===== src/logic/cor_pkg.sv =====
// package of register map, field layouts and reset values for the clock output routing block
package cor_pkg;

	// register indices; byte address on the bus is four times the index
	localparam logic [9:0] COR_IDX_TRIM_RB = 10'h074;
	localparam logic [9:0] COR_IDX_LOADCAP = 10'h077;
	localparam logic [9:0] COR_IDX_SRC_SEL = 10'h07C;
	localparam logic [9:0] COR_IDX_DIV_CTL = 10'h07D;
	localparam logic [9:0] COR_IDX_OUT_EN = 10'h07E;

	// field layout of the source select register
	typedef struct packed {
		logic [8:0] rsv_hi;
		logic [1:0] clk_pin_b_source;
		logic [1:0] clk_pin_c_source;
		logic [1:0] rsv_lo;
		logic clk_pin_e_source;
	} cor_src_reg_t;

	// field layout of the divider control register
	typedef struct packed {
		logic [7:0] rsv_hi;
		logic pll_b_post_divider;
		logic pll_c_post_divider;
		logic rsv_mid;
		logic [1:0] master_clock_divider;
		logic clk_pin_c_divide;
		logic clk_pin_b_divide;
		logic clk_pin_e_divide;
	} cor_div_reg_t;

	// field layout of the output enable register
	typedef struct packed {
		logic [10:0] rsv_hi;
		logic rsv_4;
		logic clk_pin_b_drive_enable;
		logic clk_pin_c_drive_enable;
		logic rsv_1;
		logic clk_pin_e_drive_enable;
	} cor_oe_reg_t;

	// field layout of the load capacitance offset register
	typedef struct packed {
		logic [7:0] rsv_hi;
		logic [3:0] out_crystal_cap_offset;
		logic [3:0] in_crystal_cap_offset;
	} cor_cap_reg_t;

	// source select codes
	localparam logic [1:0] COR_SRC_PLL = 2'h0;
	localparam logic [1:0] COR_SRC_GPIO = 2'h1;
	localparam logic [1:0] COR_SRC_ALT = 2'h2;
	localparam logic [1:0] COR_SRC_RSV = 2'h3;

	// values after reset (override low, forced fields at their locked values)
	localparam logic [3:0] COR_RST_CAP = 4'h0;
	localparam logic [1:0] COR_RST_B_SRC = 2'h0;
	localparam logic [1:0] COR_RST_C_SRC = 2'h2;
	localparam logic COR_RST_E_SRC = 1'b1;
	localparam logic COR_RST_B_POST = 1'b0;
	localparam logic COR_RST_C_POST = 1'b1;
	localparam logic [1:0] COR_RST_MDIV = 2'h1;
	localparam logic COR_RST_C_DIV = 1'b0;
	localparam logic COR_RST_B_DIV = 1'b1;
	localparam logic COR_RST_E_DIV = 1'b1;
	localparam logic COR_RST_OE = 1'b1;
	localparam logic COR_RSV_OE = 1'b1;

	// defaults loaded when the override goes high
	localparam logic [1:0] COR_OVR_C_SRC = 2'h0;
	localparam logic COR_OVR_E_SRC = 1'b0;
	localparam logic COR_OVR_DIV = 1'b0;

	// divider shift that parks an output low
	localparam logic [1:0] COR_SHIFT_OFF = 2'h3;

	// synchroniser lane positions
	localparam int COR_SY_PLL_B = 0;
	localparam int COR_SY_PLL_C = 1;
	localparam int COR_SY_FLL = 2;
	localparam int COR_SY_OSC = 3;
	localparam int COR_SY_GP_B = 4;
	localparam int COR_SY_GP_C = 5;
	localparam int COR_SY_STRAP = 6;
	localparam int COR_SY_OVR = 7;
	localparam int COR_SY_W = 8;

endpackage : cor_pkg


===== src/logic/cor_div_if.sv =====
// interface between the routing control and one clock divider
`timescale 1ns/1ps
interface cor_div_if;
	logic src;
	logic [1:0] shift;
	logic out;
	modport ctl (output src, output shift, input out);
	modport div (input src, input shift, output out);
endinterface : cor_div_if


===== src/logic/cor_sync.sv =====
// two-flop synchroniser bank for pins and foreign clocks
`timescale 1ns/1ps
module cor_sync #(
	parameter int W = 8
) (
	input wire logic mclk,
	input wire logic reset_n,
	input wire logic [W-1:0] din,
	output logic [W-1:0] dout
);
	typedef struct packed {
		logic [W-1:0] stage1;
		logic [W-1:0] stage2;
	} cor_sync_st_t;

	cor_sync_st_t s;
	cor_sync_st_t next_s;

	// stage1 is only ever read by stage2
	always_comb begin
		next_s = s;
		next_s.stage1 = din;
		next_s.stage2 = s.stage1;
	end

	always_ff @(posedge mclk or negedge reset_n) begin
		if (!reset_n) begin
			s <= '0;
		end else begin
			s <= next_s;
		end
	end

	assign dout = s.stage2;
endmodule : cor_sync


===== src/logic/cor_div.sv =====
// power-of-two divider for a sampled clock level
`timescale 1ns/1ps
module cor_div (
	input wire logic mclk,
	input wire logic reset_n,
	cor_div_if.div port
);
	typedef struct packed {
		logic prev;
		logic [1:0] cnt;
		logic out;
	} cor_div_st_t;

	cor_div_st_t s;
	cor_div_st_t next_s;

	// count rising edges; shift 0 passes through, 1 halves, 2 quarters, 3 parks low
	always_comb begin
		next_s = s;
		next_s.prev = port.src;
		if (port.src && !s.prev) begin
			next_s.cnt = s.cnt + 2'h1;
		end
		unique case (port.shift)
			2'h0: next_s.out = port.src;
			2'h1: next_s.out = next_s.cnt[0];
			2'h2: next_s.out = next_s.cnt[1];
			2'h3: next_s.out = 1'b0;
		endcase
	end

	always_ff @(posedge mclk or negedge reset_n) begin
		if (!reset_n) begin
			s <= '0;
		end else begin
			s <= next_s;
		end
	end

	assign port.out = s.out;
endmodule : cor_div


===== src/logic/clock_output_routing.sv =====
// clock output routing: apb registers, override locking, source muxing and output dividers
// Operation
// read-only trimmed output crystal capacitance code
// trim readback gated by security key
// output crystal load offset, bits 7:4
// input crystal load offset, bits 3:0
// pin b source select, bits 6:5
// pin c source select, bits 4:3
// override low locks pin c source
// pin e source: oscillator or loop
// override low: strap decides pin e source
// override high: pin e source writable, default 0
// pll b post divide 2 or 4
// pll c post divide 2 or 4
// master clock divide 1, 2, 4
// pin c optional divide by two
// pin b divide locked when override low
// pin e divide locked when override low
// pin drive enables, default on
// software keeps reserved enable bits at one
// re-evaluate forced fields on override/strap change
//
// Decided for this implementation: the APB register port.
`timescale 1ns/1ps
module clock_output_routing (
	input wire logic mclk,
	input wire logic reset_n,
	input wire logic psel,
	input wire logic penable,
	input wire logic pwrite,
	input wire logic [11:0] paddr,
	input wire logic [31:0] pwdata,
	output logic [31:0] prdata,
	output logic pready,
	output logic pslverr,
	input wire logic [4:0] out_crystal_trim_value,
	input wire logic key_open,
	input wire logic clock_override,
	input wire logic strap_pin,
	input wire logic pll_b,
	input wire logic pll_c,
	input wire logic fll_clk,
	input wire logic osc_clk,
	input wire logic gp_pin_b,
	input wire logic gp_pin_c,
	input wire logic master_from_osc,
	output logic master_clock,
	output logic clk_pin_b,
	output logic clk_pin_b_oe,
	output logic clk_pin_c,
	output logic clk_pin_c_oe,
	output logic clk_pin_e,
	output logic clk_pin_e_oe,
	output logic [3:0] out_crystal_cap_offset,
	output logic [3:0] in_crystal_cap_offset
);
	typedef struct packed {
		logic pready;
		logic pslverr;
		logic [15:0] prdata;
		logic [3:0] out_cap;
		logic [3:0] in_cap;
		logic [1:0] b_src;
		logic [1:0] c_src;
		logic e_src;
		logic b_post;
		logic c_post;
		logic [1:0] mdiv;
		logic c_div;
		logic b_div;
		logic e_div;
		logic b_oe;
		logic c_oe;
		logic e_oe;
		logic [1:0] mode;
	} cor_state_t;

	localparam cor_state_t COR_RST_STATE = '{
		pready: 1'b0, pslverr: 1'b0, prdata: 16'h0000,
		out_cap: cor_pkg::COR_RST_CAP, in_cap: cor_pkg::COR_RST_CAP,
		b_src: cor_pkg::COR_RST_B_SRC, c_src: cor_pkg::COR_RST_C_SRC, e_src: cor_pkg::COR_RST_E_SRC,
		b_post: cor_pkg::COR_RST_B_POST, c_post: cor_pkg::COR_RST_C_POST, mdiv: cor_pkg::COR_RST_MDIV,
		c_div: cor_pkg::COR_RST_C_DIV, b_div: cor_pkg::COR_RST_B_DIV, e_div: cor_pkg::COR_RST_E_DIV,
		b_oe: cor_pkg::COR_RST_OE, c_oe: cor_pkg::COR_RST_OE, e_oe: cor_pkg::COR_RST_OE,
		mode: 2'h0};

	cor_state_t s;
	cor_state_t next_s;
	logic [cor_pkg::COR_SY_W-1:0] sy;
	logic ovr;
	logic strap;
	logic acc_first;
	logic wr_take;
	cor_pkg::cor_src_reg_t wr_src;
	cor_pkg::cor_div_reg_t wr_div;
	cor_pkg::cor_oe_reg_t wr_oe;
	cor_pkg::cor_cap_reg_t wr_cap;

	////////////////////////////////////////////////////////////////////////
	// mode and gp pins and foreign clocks pass two flops before any logic reads them; key_open, trim value and master_from_osc are read directly
	cor_sync #(.W(cor_pkg::COR_SY_W)) u_sync (
		.mclk(mclk),
		.reset_n(reset_n),
		.din({clock_override, strap_pin, gp_pin_c, gp_pin_b, osc_clk, fll_clk, pll_c, pll_b}),
		.dout(sy)
	);

	assign ovr = sy[cor_pkg::COR_SY_OVR];
	assign strap = sy[cor_pkg::COR_SY_STRAP];
	assign acc_first = psel && penable && !s.pready;
	assign wr_take = psel && penable && s.pready && pwrite;
	assign wr_src = pwdata[15:0];
	assign wr_div = pwdata[15:0];
	assign wr_oe = pwdata[15:0];
	assign wr_cap = pwdata[15:0];

	////////////////////////////////////////////////////////////////////////
	// register access, then override locking, which wins over a write in the same cycle
	always_comb begin
		next_s = s;
		next_s.pready = acc_first;
		if (acc_first) begin
			next_s.pslverr = 1'b0;
			unique case (paddr)
				{cor_pkg::COR_IDX_TRIM_RB, 2'h0}: begin
					// trim code only shown while the key is open
					next_s.prdata = key_open ? {11'h000, out_crystal_trim_value} : 16'h0000;
				end
				{cor_pkg::COR_IDX_LOADCAP, 2'h0}: begin
					next_s.prdata = {8'h00, s.out_cap, s.in_cap};
				end
				{cor_pkg::COR_IDX_SRC_SEL, 2'h0}: begin
					next_s.prdata = {9'h000, s.b_src, s.c_src, 2'h0, s.e_src};
				end
				{cor_pkg::COR_IDX_DIV_CTL, 2'h0}: begin
					next_s.prdata = {8'h00, s.b_post, s.c_post, 1'b0, s.mdiv, s.c_div, s.b_div, s.e_div};
				end
				{cor_pkg::COR_IDX_OUT_EN, 2'h0}: begin
					// reserved enable bits always read back as one
					next_s.prdata = {11'h000, cor_pkg::COR_RSV_OE, s.b_oe, s.c_oe, cor_pkg::COR_RSV_OE, s.e_oe};
				end
				default: begin
					next_s.prdata = 16'h0000;
					next_s.pslverr = 1'b1;
				end
			endcase
		end else begin
			next_s.pslverr = 1'b0;
		end
		if (wr_take) begin
			unique case (paddr)
				{cor_pkg::COR_IDX_LOADCAP, 2'h0}: begin
					next_s.out_cap = wr_cap.out_crystal_cap_offset;
					next_s.in_cap = wr_cap.in_crystal_cap_offset;
				end
				{cor_pkg::COR_IDX_SRC_SEL, 2'h0}: begin
					next_s.b_src = wr_src.clk_pin_b_source;
					if (s.mode[1]) begin
						next_s.c_src = wr_src.clk_pin_c_source;
					end
					if (s.mode[1] || s.mode[0]) begin
						next_s.e_src = wr_src.clk_pin_e_source;
					end
				end
				{cor_pkg::COR_IDX_DIV_CTL, 2'h0}: begin
					next_s.b_post = wr_div.pll_b_post_divider;
					next_s.c_post = wr_div.pll_c_post_divider;
					next_s.mdiv = wr_div.master_clock_divider;
					next_s.c_div = wr_div.clk_pin_c_divide;
					if (s.mode[1]) begin
						next_s.b_div = wr_div.clk_pin_b_divide;
						next_s.e_div = wr_div.clk_pin_e_divide;
					end
				end
				{cor_pkg::COR_IDX_OUT_EN, 2'h0}: begin
					next_s.b_oe = wr_oe.clk_pin_b_drive_enable;
					next_s.c_oe = wr_oe.clk_pin_c_drive_enable;
					next_s.e_oe = wr_oe.clk_pin_e_drive_enable;
				end
				default: begin
					// trim readback and unmapped words ignore writes
				end
			endcase
		end
		// reload on override rise or any change while it is low; a strap change while it is high keeps software values
		next_s.mode = {ovr, strap};
		if ((ovr && !s.mode[1]) || (!ovr && {ovr, strap} != s.mode)) begin
			if (ovr) begin
				next_s.c_src = cor_pkg::COR_OVR_C_SRC;
				next_s.e_src = cor_pkg::COR_OVR_E_SRC;
				next_s.b_div = cor_pkg::COR_OVR_DIV;
				next_s.e_div = cor_pkg::COR_OVR_DIV;
			end else begin
				next_s.c_src = cor_pkg::COR_RST_C_SRC;
				next_s.e_src = !strap;
				next_s.b_div = cor_pkg::COR_RST_B_DIV;
				next_s.e_div = cor_pkg::COR_RST_E_DIV;
			end
		end
	end

	always_ff @(posedge mclk or negedge reset_n) begin
		if (!reset_n) begin
			s <= COR_RST_STATE;
		end else begin
			s <= next_s;
		end
	end

	////////////////////////////////////////////////////////////////////////
	// dividers: 0 pll b post, 1 pll c post, 2 master, 3 pin b, 4 pin c, 5 pin e
	cor_div_if dif[6] ();

	genvar gi;
	generate
		for (gi = 0; gi < 6; gi++) begin : g_div
			cor_div u_div (
				.mclk(mclk),
				.reset_n(reset_n),
				.port(dif[gi])
			);
		end
	endgenerate

	// post dividers: shift 1 halves, shift 2 quarters
	assign dif[0].src = sy[cor_pkg::COR_SY_PLL_B];
	assign dif[0].shift = s.b_post ? 2'h2 : 2'h1;
	assign dif[1].src = sy[cor_pkg::COR_SY_PLL_C];
	assign dif[1].shift = s.c_post ? 2'h2 : 2'h1;
	// reserved code 11 parks the master clock low
	assign dif[2].src = master_from_osc ? sy[cor_pkg::COR_SY_OSC] : sy[cor_pkg::COR_SY_PLL_C];
	assign dif[2].shift = s.mdiv;

	// pin b source mux; the reserved code parks the pin low
	always_comb begin
		unique case (s.b_src)
			cor_pkg::COR_SRC_PLL: dif[3].src = dif[0].out;
			cor_pkg::COR_SRC_GPIO: dif[3].src = sy[cor_pkg::COR_SY_GP_B];
			cor_pkg::COR_SRC_ALT: dif[3].src = sy[cor_pkg::COR_SY_OSC];
			cor_pkg::COR_SRC_RSV: dif[3].src = 1'b0;
		endcase
	end
	assign dif[3].shift = (s.b_src == cor_pkg::COR_SRC_RSV) ? cor_pkg::COR_SHIFT_OFF : {1'b0, s.b_div};

	// pin c source mux
	always_comb begin
		unique case (s.c_src)
			cor_pkg::COR_SRC_PLL: dif[4].src = dif[1].out;
			cor_pkg::COR_SRC_GPIO: dif[4].src = sy[cor_pkg::COR_SY_GP_C];
			cor_pkg::COR_SRC_ALT: dif[4].src = sy[cor_pkg::COR_SY_FLL];
			cor_pkg::COR_SRC_RSV: dif[4].src = 1'b0;
		endcase
	end
	assign dif[4].shift = (s.c_src == cor_pkg::COR_SRC_RSV) ? cor_pkg::COR_SHIFT_OFF : {1'b0, s.c_div};

	// pin e: loop when set, oscillator when clear
	assign dif[5].src = s.e_src ? sy[cor_pkg::COR_SY_FLL] : sy[cor_pkg::COR_SY_OSC];
	assign dif[5].shift = {1'b0, s.e_div};

	////////////////////////////////////////////////////////////////////////
	// every output is a flop of this module or of a divider
	assign prdata = {16'h0000, s.prdata};
	assign pready = s.pready;
	assign pslverr = s.pslverr;
	assign master_clock = dif[2].out;
	assign clk_pin_b = dif[3].out;
	assign clk_pin_c = dif[4].out;
	assign clk_pin_e = dif[5].out;
	assign clk_pin_b_oe = s.b_oe;
	assign clk_pin_c_oe = s.c_oe;
	assign clk_pin_e_oe = s.e_oe;
	assign out_crystal_cap_offset = s.out_cap;
	assign in_crystal_cap_offset = s.in_cap;
endmodule : clock_output_routing


===== config.mk =====
export PLATFORM = sky130hd
export DESIGN_NAME = clock_output_routing
export DESIGN_NICKNAME = d
export VERILOG_FILES = /design/src/logic/cor_pkg.sv /design/src/logic/cor_div_if.sv /design/src/logic/cor_sync.sv /design/src/logic/cor_div.sv /design/src/logic/clock_output_routing.sv
export SDC_FILE = /design/constraint.sdc
export NUM_CORES = 1
export LEC_CHECK = 0
export ABC_AREA = 1
export BUFFER_PORTS_ARGS = -buffer_cell sky130_fd_sc_hd__buf_2
export CORE_MARGIN = 8
export CORE_UTILIZATION = 35
export DETAILED_ROUTE_END_ITERATION = 7
export SLEW_MARGIN = 40
export SYNTH_ARGS = -nofsm -noshare
export SYNTH_HDL_FRONTEND = slang
export SYNTH_SLANG_ARGS = --single-unit

===== constraint.sdc =====
create_clock -name mclk -period 1.9 [get_ports mclk]
set_input_delay 0.19 -clock mclk [delete_from_list [all_inputs] [get_ports mclk]]
set_output_delay 0.19 -clock mclk [all_outputs]
set_load 0.005 [all_outputs]

==> results.txt, run 1 <==
----------------------------------------------------
[Floorplanning]
  Chip Width ... 116 µm
  Core region area ... 9730 µm²
  Height of the die ... 116 µm
  Top-level port count ... 113
  Initial standard-cell utilization of the core ... 35.9%
  Area of the die ... 13400 µm²
  Count of standard-cell rows ... 36

[Synth]
  Netlist cell types ... 35
  Per-instance average area after synthesis ... 8.73 µm²
  Cell count after synthesis ... 400
  Post-synth design cell area ... 3490 µm²
  Warnings, synthesis ... 0
  Number of register bits inferred by synthesis ... 72
  Sequential element share of the synthesized area ... 51.9%

[Setup path]
  Worst setup EP type ... flip-flop
  Data required time of the critical path ... 2190 ps
  Slowest stage cell on the critical path ... sky130_fd_sc_hd__dfrtp_1
  CP most frequent cell ... sky130_fd_sc_hd__nand2_1
  Largest delay contributor family on the critical path ... simple AND/OR/NAND/NOR gates
  WP buf/inv ... 1
  Category of the most critical setup path ... reg2reg
  Startpoint class of the critical path ... flip-flop
  Arrival time worst endpoint ... 1720 ps
  CP max stage delay ... 390 ps
  Cells traversed along the worst timing path ... nand4_2 -> inv_2 -> nand3_2 -> o21ai_1 -> nand2_1 -> nand2_1
  Max Fanout on Critical Path ... 13

[Hold path]
  Classification of the worst-slack hold path ... in2reg

[Timing]
  Hold violation total from the final report ... 0
  Period minus WS final ... 1420 ps
  Final setup violating endpoints ... 0
  Worst setup skew after layout ... 8.98 ps
  Post-route setup TNS ... 0 ps
  Setup repair after global routing missed its margin ... false
  F_max ... 703 MHz
  Smallest setup slack after layout ... 477 ps
  Slew Limit Fails ... 0
  Post-route fraction of the period consumed by the critical path ... 74.9%

[Cells and area]
  Commonest non-fill, non-tap cell in the layout ... sky130_fd_sc_hd__nand2_1
  Ant diodes ... 0
  Area Overhead vs Synth ... 16.1%
  Nets@finish ... 531
  Fraction of final layout cells sized beyond drive strength 1 ... 25.6%
  Most used cells in the layout excluding fill and tap cells ... sky130_fd_sc_hd__nand2_1, sky130_fd_sc_hd__buf_2, sky130_fd_sc_hd__dfrtp_1, sky130_fd_sc_hd__inv_1, sky130_fd_sc_hd__nor2_1
  Finished Core Util ... 41.7%

[Global route]
  Met3 track utilization from global routing ... 4.74%
  GR Util All Layers ... 12.1%
  Antenna violations before repair ... 1
  GR Util met1 ... 15.1%
  Layer with the highest usage ... met2
  Maximum number of pins on one net before global-route repair ... 73
  Via count of the first global-routing pass ... 2662
  Final global-route overflow total ... 0
  Wire length of the first global-routing pass ... 12700 µm
  Met2 Track Usage GR ... 19.0%

[Clock network]
  CTS Root Buffer Type ... sky130_fd_sc_hd__clkbuf_8
  Clock sink count ... 72
  Post-CTS Resized ... 0
  Clock-pin slew reported for the worst setup and hold paths after clock tree synthesis ... 80 ps
  Number of levels the H-tree was split into ... 3
  Clock buffer depth ... 2
  Clock insertion delay at the later pin of the skew report ... 350 ps
  Clock tree from TritonCTS ... built
  Postcts setup bufs ... 0
  Clock buffers created by TritonCTS ... 9

[Drt]
  Starting DRC count in detailed routing ... 115
  Wire length reported by the detailed router ... 7770 µm
  Remaining antenna violation count ... 0
  Detailed-route via count ... 2618
  Via/cell ratio ... 4.33
  Detailed-route wire length per cell ... 12.8 µm
  DRC violation count after routing ... 0
  Iteration count of the initial detailed-routing pass ... 4

[Place]
  Buffers on Ports ... 64
  Final HPWL DP ... 5980 µm
  Worst setup timing slack at the placement stage ... 353 ps
  Gpl congestion ... 0.835

[Power]
  Worst IR Drop VDD ... 0.279 mV
  Cell Pwr Density ... 827 nW/µm²
  Power consumption ... 3.35 mW
  P_leak ... 2.14 nW

[Outcome]
  Status ... complete, no violations

[Flow run]
  Total of max-cap violations ... 0

----------------------------------------------------
## worst reg2reg max path, cell delays in order, from the launching register on
cell	delay [ps]
sky130_fd_sc_hd__dfrtp_1	390
sky130_fd_sc_hd__nand4_2	150
sky130_fd_sc_hd__inv_2	150
sky130_fd_sc_hd__nand3_2	260
sky130_fd_sc_hd__o21ai_1	270
sky130_fd_sc_hd__nand2_1	80
sky130_fd_sc_hd__nand2_1	70
## registers in the layout, indices dropped and copies added, names as in the netlist
register	cells
prdata	8
g_div.u_div.port.out	6
out_crystal_cap_offset	4
clk_pin_e_oe	1
s	11
u_sync.dout	8
dif.shift	3
pslverr	1
g_div.u_div.s	15
pready	1
clk_pin_c_oe	1
in_crystal_cap_offset	4
clk_pin_b_oe	1
u_sync.next_s	8
## through the flow
| step | instances | hold slack [ps] | cell area [µm²] |
|---|---|---|---|
| floorplan | 423 | -106 | 3580 |
| global placement | 580 | 245 | 3780 |
| detailed placement | 580 | 250 | 3780 |
| CTS | 605 | 58.0 | 4050 |
| global route | 605 | 54.8 | 4050 |
| finish | 605 | 66.6 | 4050 |
## routing by layer
layer,wire [µm],vias up
met2,3510,73
met3,703,10
met4,71,2
li1,-,1345
met5,10,-
met1,3480,1188
## area by class of cell
type                       count  area [µm²]
multi-input combinational    254        1230
fill                        1002        5680
clock buffer                  10         138
tap                          133         166
inverter                      51         191
sequential                    72        1810
clock inverter                 6        43.8
timing repair buffer          79         468
## path summary, 6_finish.rpt
check                                      start                  endpoint  slack [ps]  cells after the start
worst max-delay path                      pready                      s[6]         480                      6
worst min-delay path                   pwdata[1]  in_crystal_cap_offset[1]          70                      3
worst max register to register            pready                      s[6]         480                      6
worst min register to register  u_sync.next_s[2]            u_sync.dout[2]         350                      0
max in group asynchronous                reset_n                     s[12]        1170                      3
min in group asynchronous                reset_n          u_sync.next_s[3]         390                      3
## power by group
| part | switching (mW) | total (mW) | internal [mW] |
|---|---|---|---|
| registers | 0.0831 | 1.79 | 1.71 |
| clock network | 0.600 | 1.11 | 0.514 |
| logic | 0.257 | 0.443 | 0.187 |
## cells in the mapped netlist (all sizes together)
| cell type | n | area (µm²) |
|---|---|---|
| nand4 | 16 | 106 |
| mux2 | 1 | 11.3 |
| nor3 | 3 | 15.0 |
| nor2 | 34 | 169 |
| xor2 | 2 | 17.5 |
| xnor2 | 3 | 26.3 |
| a21oi | 8 | 40.0 |
| o211ai | 1 | 7.51 |
| nand3b | 1 | 7.51 |
| dfrtp | 63 | 1580 |
| o21ai | 27 | 161 |
| clkbuf | 1 | 3.75 |
| o22ai | 4 | 25.0 |
| o31ai | 1 | 7.51 |
| nand2 | 100 | 385 |
| o21bai | 2 | 15.0 |
| dfstp | 9 | 236 |
| conb | 1 | 3.75 |
| inv | 51 | 191 |
| buf | 45 | 337 |
| or2 | 2 | 12.5 |
| nand3 | 25 | 135 |
## cell families after synthesis
kind of cell | after synthesis | share of synthesized area, %
xor gates and xnor gates | 5 | 1.25
AOI/OAI and AO/OA | 43 | 7.35
other | 1 | 0.107
and+or+nand+nor | 181 | 23.8
muxes | 1 | 0.323
buffers and inverters | 97 | 15.2
DFF | 72 | 51.9
## what timing repair did
action,CTS,global route
setup endpoints to repair,0,0
hold buffers,9,0
hold endpoints to repair,71,0
(Power assumes the default switching activity.)
==> run 2: changes to the inputs <==
==> constraint.sdc (replaced) <==
create_clock -name mclk -period 1.35 [get_ports mclk]
set_input_delay 0.135 -clock mclk [delete_from_list [all_inputs] [get_ports mclk]]
set_output_delay 0.135 -clock mclk [all_outputs]
set_load 0.005 [all_outputs]
==> results.txt, run 2 (synthesized netlist as in run 1, its figures left out) <==
----------------------------------------------------
[Outcome]
  Status ... complete, no violations

[Setup path]
  Startpoint class of the critical path ... flip-flop
  Worst setup EP type ... flip-flop
  Arrival time worst endpoint ... 1540 ps (-180 ps)
  Max Fanout on Critical Path ... 3 (-10)
  Worst setup path startpoint ... s[12]
  Category of the most critical setup path ... reg2reg
  Data required time of the critical path ... 1580 ps (-610 ps)
  Startpoint of the worst-slack reg-to-reg timing path ... s[12]

[Floorplanning]
  Core region area ... 9730 µm² (unchanged)
  Area of the die ... 13400 µm² (unchanged)
  Chip Width ... 116 µm (unchanged)
  Initial standard-cell utilization of the core ... 35.9% (unchanged)
  Top-level port count ... 113 (unchanged)
  Count of standard-cell rows ... 36 (unchanged)
  Height of the die ... 116 µm (unchanged)

[Timing]
  Post-route fraction of the period consumed by the critical path ... 96.8% (+22 points)
  Slew Limit Fails ... 0 (unchanged)
  Worst setup skew after layout ... 7.62 ps (-1.36 ps)
  Hold violation total from the final report ... 0 (unchanged)
  F_max ... 765 MHz (+8.9%)
  Final setup violating endpoints ... 0 (unchanged)
  Period minus WS final ... 1310 ps (-116 ps)

[Place]
  Final HPWL DP ... 6160 µm (+3.0%)
  Gpl congestion ... 0.816 (-2.3%)
  Number of placed instances, taps included ... 593 (+2.2%)
  Buffers on Ports ... 64 (unchanged)

[Cells and area]
  Leading registers by flop count ... g_div.u_div.s: 15 flops, s: 11 flops
  Area Overhead vs Synth ... 24.8%
  Most flops, register ... g_div.u_div.s
  Flip-flop count of the largest register after layout ... 15 (unchanged)
  Fraction of final layout cells sized beyond drive strength 1 ... 30.5% (+4.9 points)
  Filler cell count ... 966 (-3.6%)
  Ant diodes ... 0 (unchanged)
  Commonest non-fill, non-tap cell in the layout ... sky130_fd_sc_hd__nand2_1
  Most used cells in the layout excluding fill and tap cells ... sky130_fd_sc_hd__nand2_1, sky130_fd_sc_hd__buf_2, sky130_fd_sc_hd__dfrtp_1, sky130_fd_sc_hd__inv_1, sky130_fd_sc_hd__nor2_1
  Number of non-filler instances in the completed layout ... 624 (+3.1%)
  Nets@finish ... 550 (+3.6%)

[Clock network]
  Clock buffer depth ... 2 (unchanged)
  Clock sink count ... 72 (unchanged)
  Clock tree from TritonCTS ... built
  Clock-pin slew reported for the worst setup and hold paths after clock tree synthesis ... 80 ps (about the same)
  Clock buffers created by TritonCTS ... 9 (unchanged)
  Clock insertion delay at the later pin of the skew report ... 350 ps (about the same)
  Number of levels the H-tree was split into ... 3 (unchanged)
  CTS Root Buffer Type ... sky130_fd_sc_hd__clkbuf_8

[Power]
  Cell Pwr Density ... 1260 nW/µm² (+52%)
  Power consumption ... 5.48 mW (+63%)
  Comb power frac ... 12.9% (-0.3 points)
  Net switching fraction of the power ... 24.3% (-3.7 points)
  P_leak ... 2.30 nW (+7.3%)
  Net switching power figure ... 1.33 mW (+42%)
  Worst IR Drop VDD ... 0.450 mV (+61%)
  Cell-internal power ... 4.15 mW (+72%)
  Reg power frac ... 46.3% (-7.2 points)
  Clock share of power ... 40.8% (+7.6 points)

[Global route]
  Final global-route overflow total ... 0 (unchanged)
  Wire length of the first global-routing pass ... 12800 µm (+0.82%)
  Maximum number of pins on one net before global-route repair ... 34 (-53%)
  GR Util All Layers ... 12.3% (+0.18 points)
  Antenna violations before repair ... 1 (unchanged)
  Via count of the first global-routing pass ... 2714 (+2.0%)

[Drt]
  Remaining antenna violation count ... 0 (unchanged)
  Detailed-route via count ... 2738 (+4.6%)
  Starting DRC count in detailed routing ... 121 (+5.2%)
  Wire length reported by the detailed router ... 8150 µm (+4.9%)
  Detailed-route wire length per cell ... 13.1 µm (+1.7%)
  DRC violation count after routing ... 0 (unchanged)
  Iteration count of the initial detailed-routing pass ... 4 (unchanged)
  Via/cell ratio ... 4.39 (+1.4%)

[Hold path]
  Hold Startpoint ... master_from_osc
  Classification of the worst-slack hold path ... in2reg

[Flow run]
  Total of max-cap violations ... 0 (unchanged)

----------------------------------------------------
-- run 2: worst paths after layout --
check	end	slack (ps)	cells past startpoint
setup / recovery	g_div[5].u_div.port.out	40	5
hold / removal	g_div[2].u_div.s[3]	10	2
setup reg to reg	g_div[5].u_div.port.out	40	5
hold reg to reg	u_sync.dout[4]	350	0
max in group asynchronous	s[6]	570	3
min in group asynchronous	u_sync.dout[5]	240	2
-- run 2: power by group through the flow --
stage	clock [mW]	combinational, mW	sequential (mW)
finish	2.23	0.707	2.54
global route	2.38	0.804	2.57
CTS	2.28	0.660	2.53
detailed placement	0	0.635	2.57
global placement	0	0.618	2.56
floorplan	0	0.434	2.54
-- run 2: timing repair --
item	CTS	global route
endpoints found under the setup margin	0	10
hold buffers	9	0
hold endpoints to repair	21	0
gates resized for setup	0	13
setup buffers	0	6
-- run 2: final cells by class --
class / instances / area, µm² / area share, %
Inverter: 51 / 194 / 4.45
Sequential cell: 72 / 1810 / 41.6
Clock buffer: 9 / 124 / 2.84
Clock inverter: 7 / 143 / 3.27
Multi-Input combinational cell: 254 / 1280 / 29.4
Tap cell: 133 / 166 / 3.82
Timing Repair Buffer: 98 / 636 / 14.6
-- run 2: metrics by stage --
step	hold WS, ps	utilization, %	worst slack [ps]	instance area (µm²)	setup TNS [ps]
5_1_grt	1.26	44.8	-24.3	4360	-54.8
3_5_place_dp	82.2	40.1	-1.68	3900	-1.68
3_3_place_gp	70.0	40.1	25.9	3900	0
6_report	13.4	44.8	43.4	4360	0
4_1_cts	4.00	43.8	48.9	4260	0
2_1_floorplan	-161	-	78.0	3580	0
-- run 2: routing by layer --
metal | track usage (%) | vias to the layer above | share of wire, %
met3 | 4.27 | 15 | 8.8
met5 | 0 | - | 0.098
met2 | 19.3 | 81 | 46
met1 | 14.9 | 1258 | 43
li1 | - | 1382 | -
met4 | 5.36 | 2 | 1.9
-- run 2: critical path, stage by stage (launching register included) --
cell and delay, ps:
sky130_fd_sc_hd__dfstp_2 560, sky130_fd_sc_hd__nand2_1 70, sky130_fd_sc_hd__o21ai_2 80, sky130_fd_sc_hd__nand2_2 90
sky130_fd_sc_hd__xnor2_2 140, sky130_fd_sc_hd__mux2_2 270
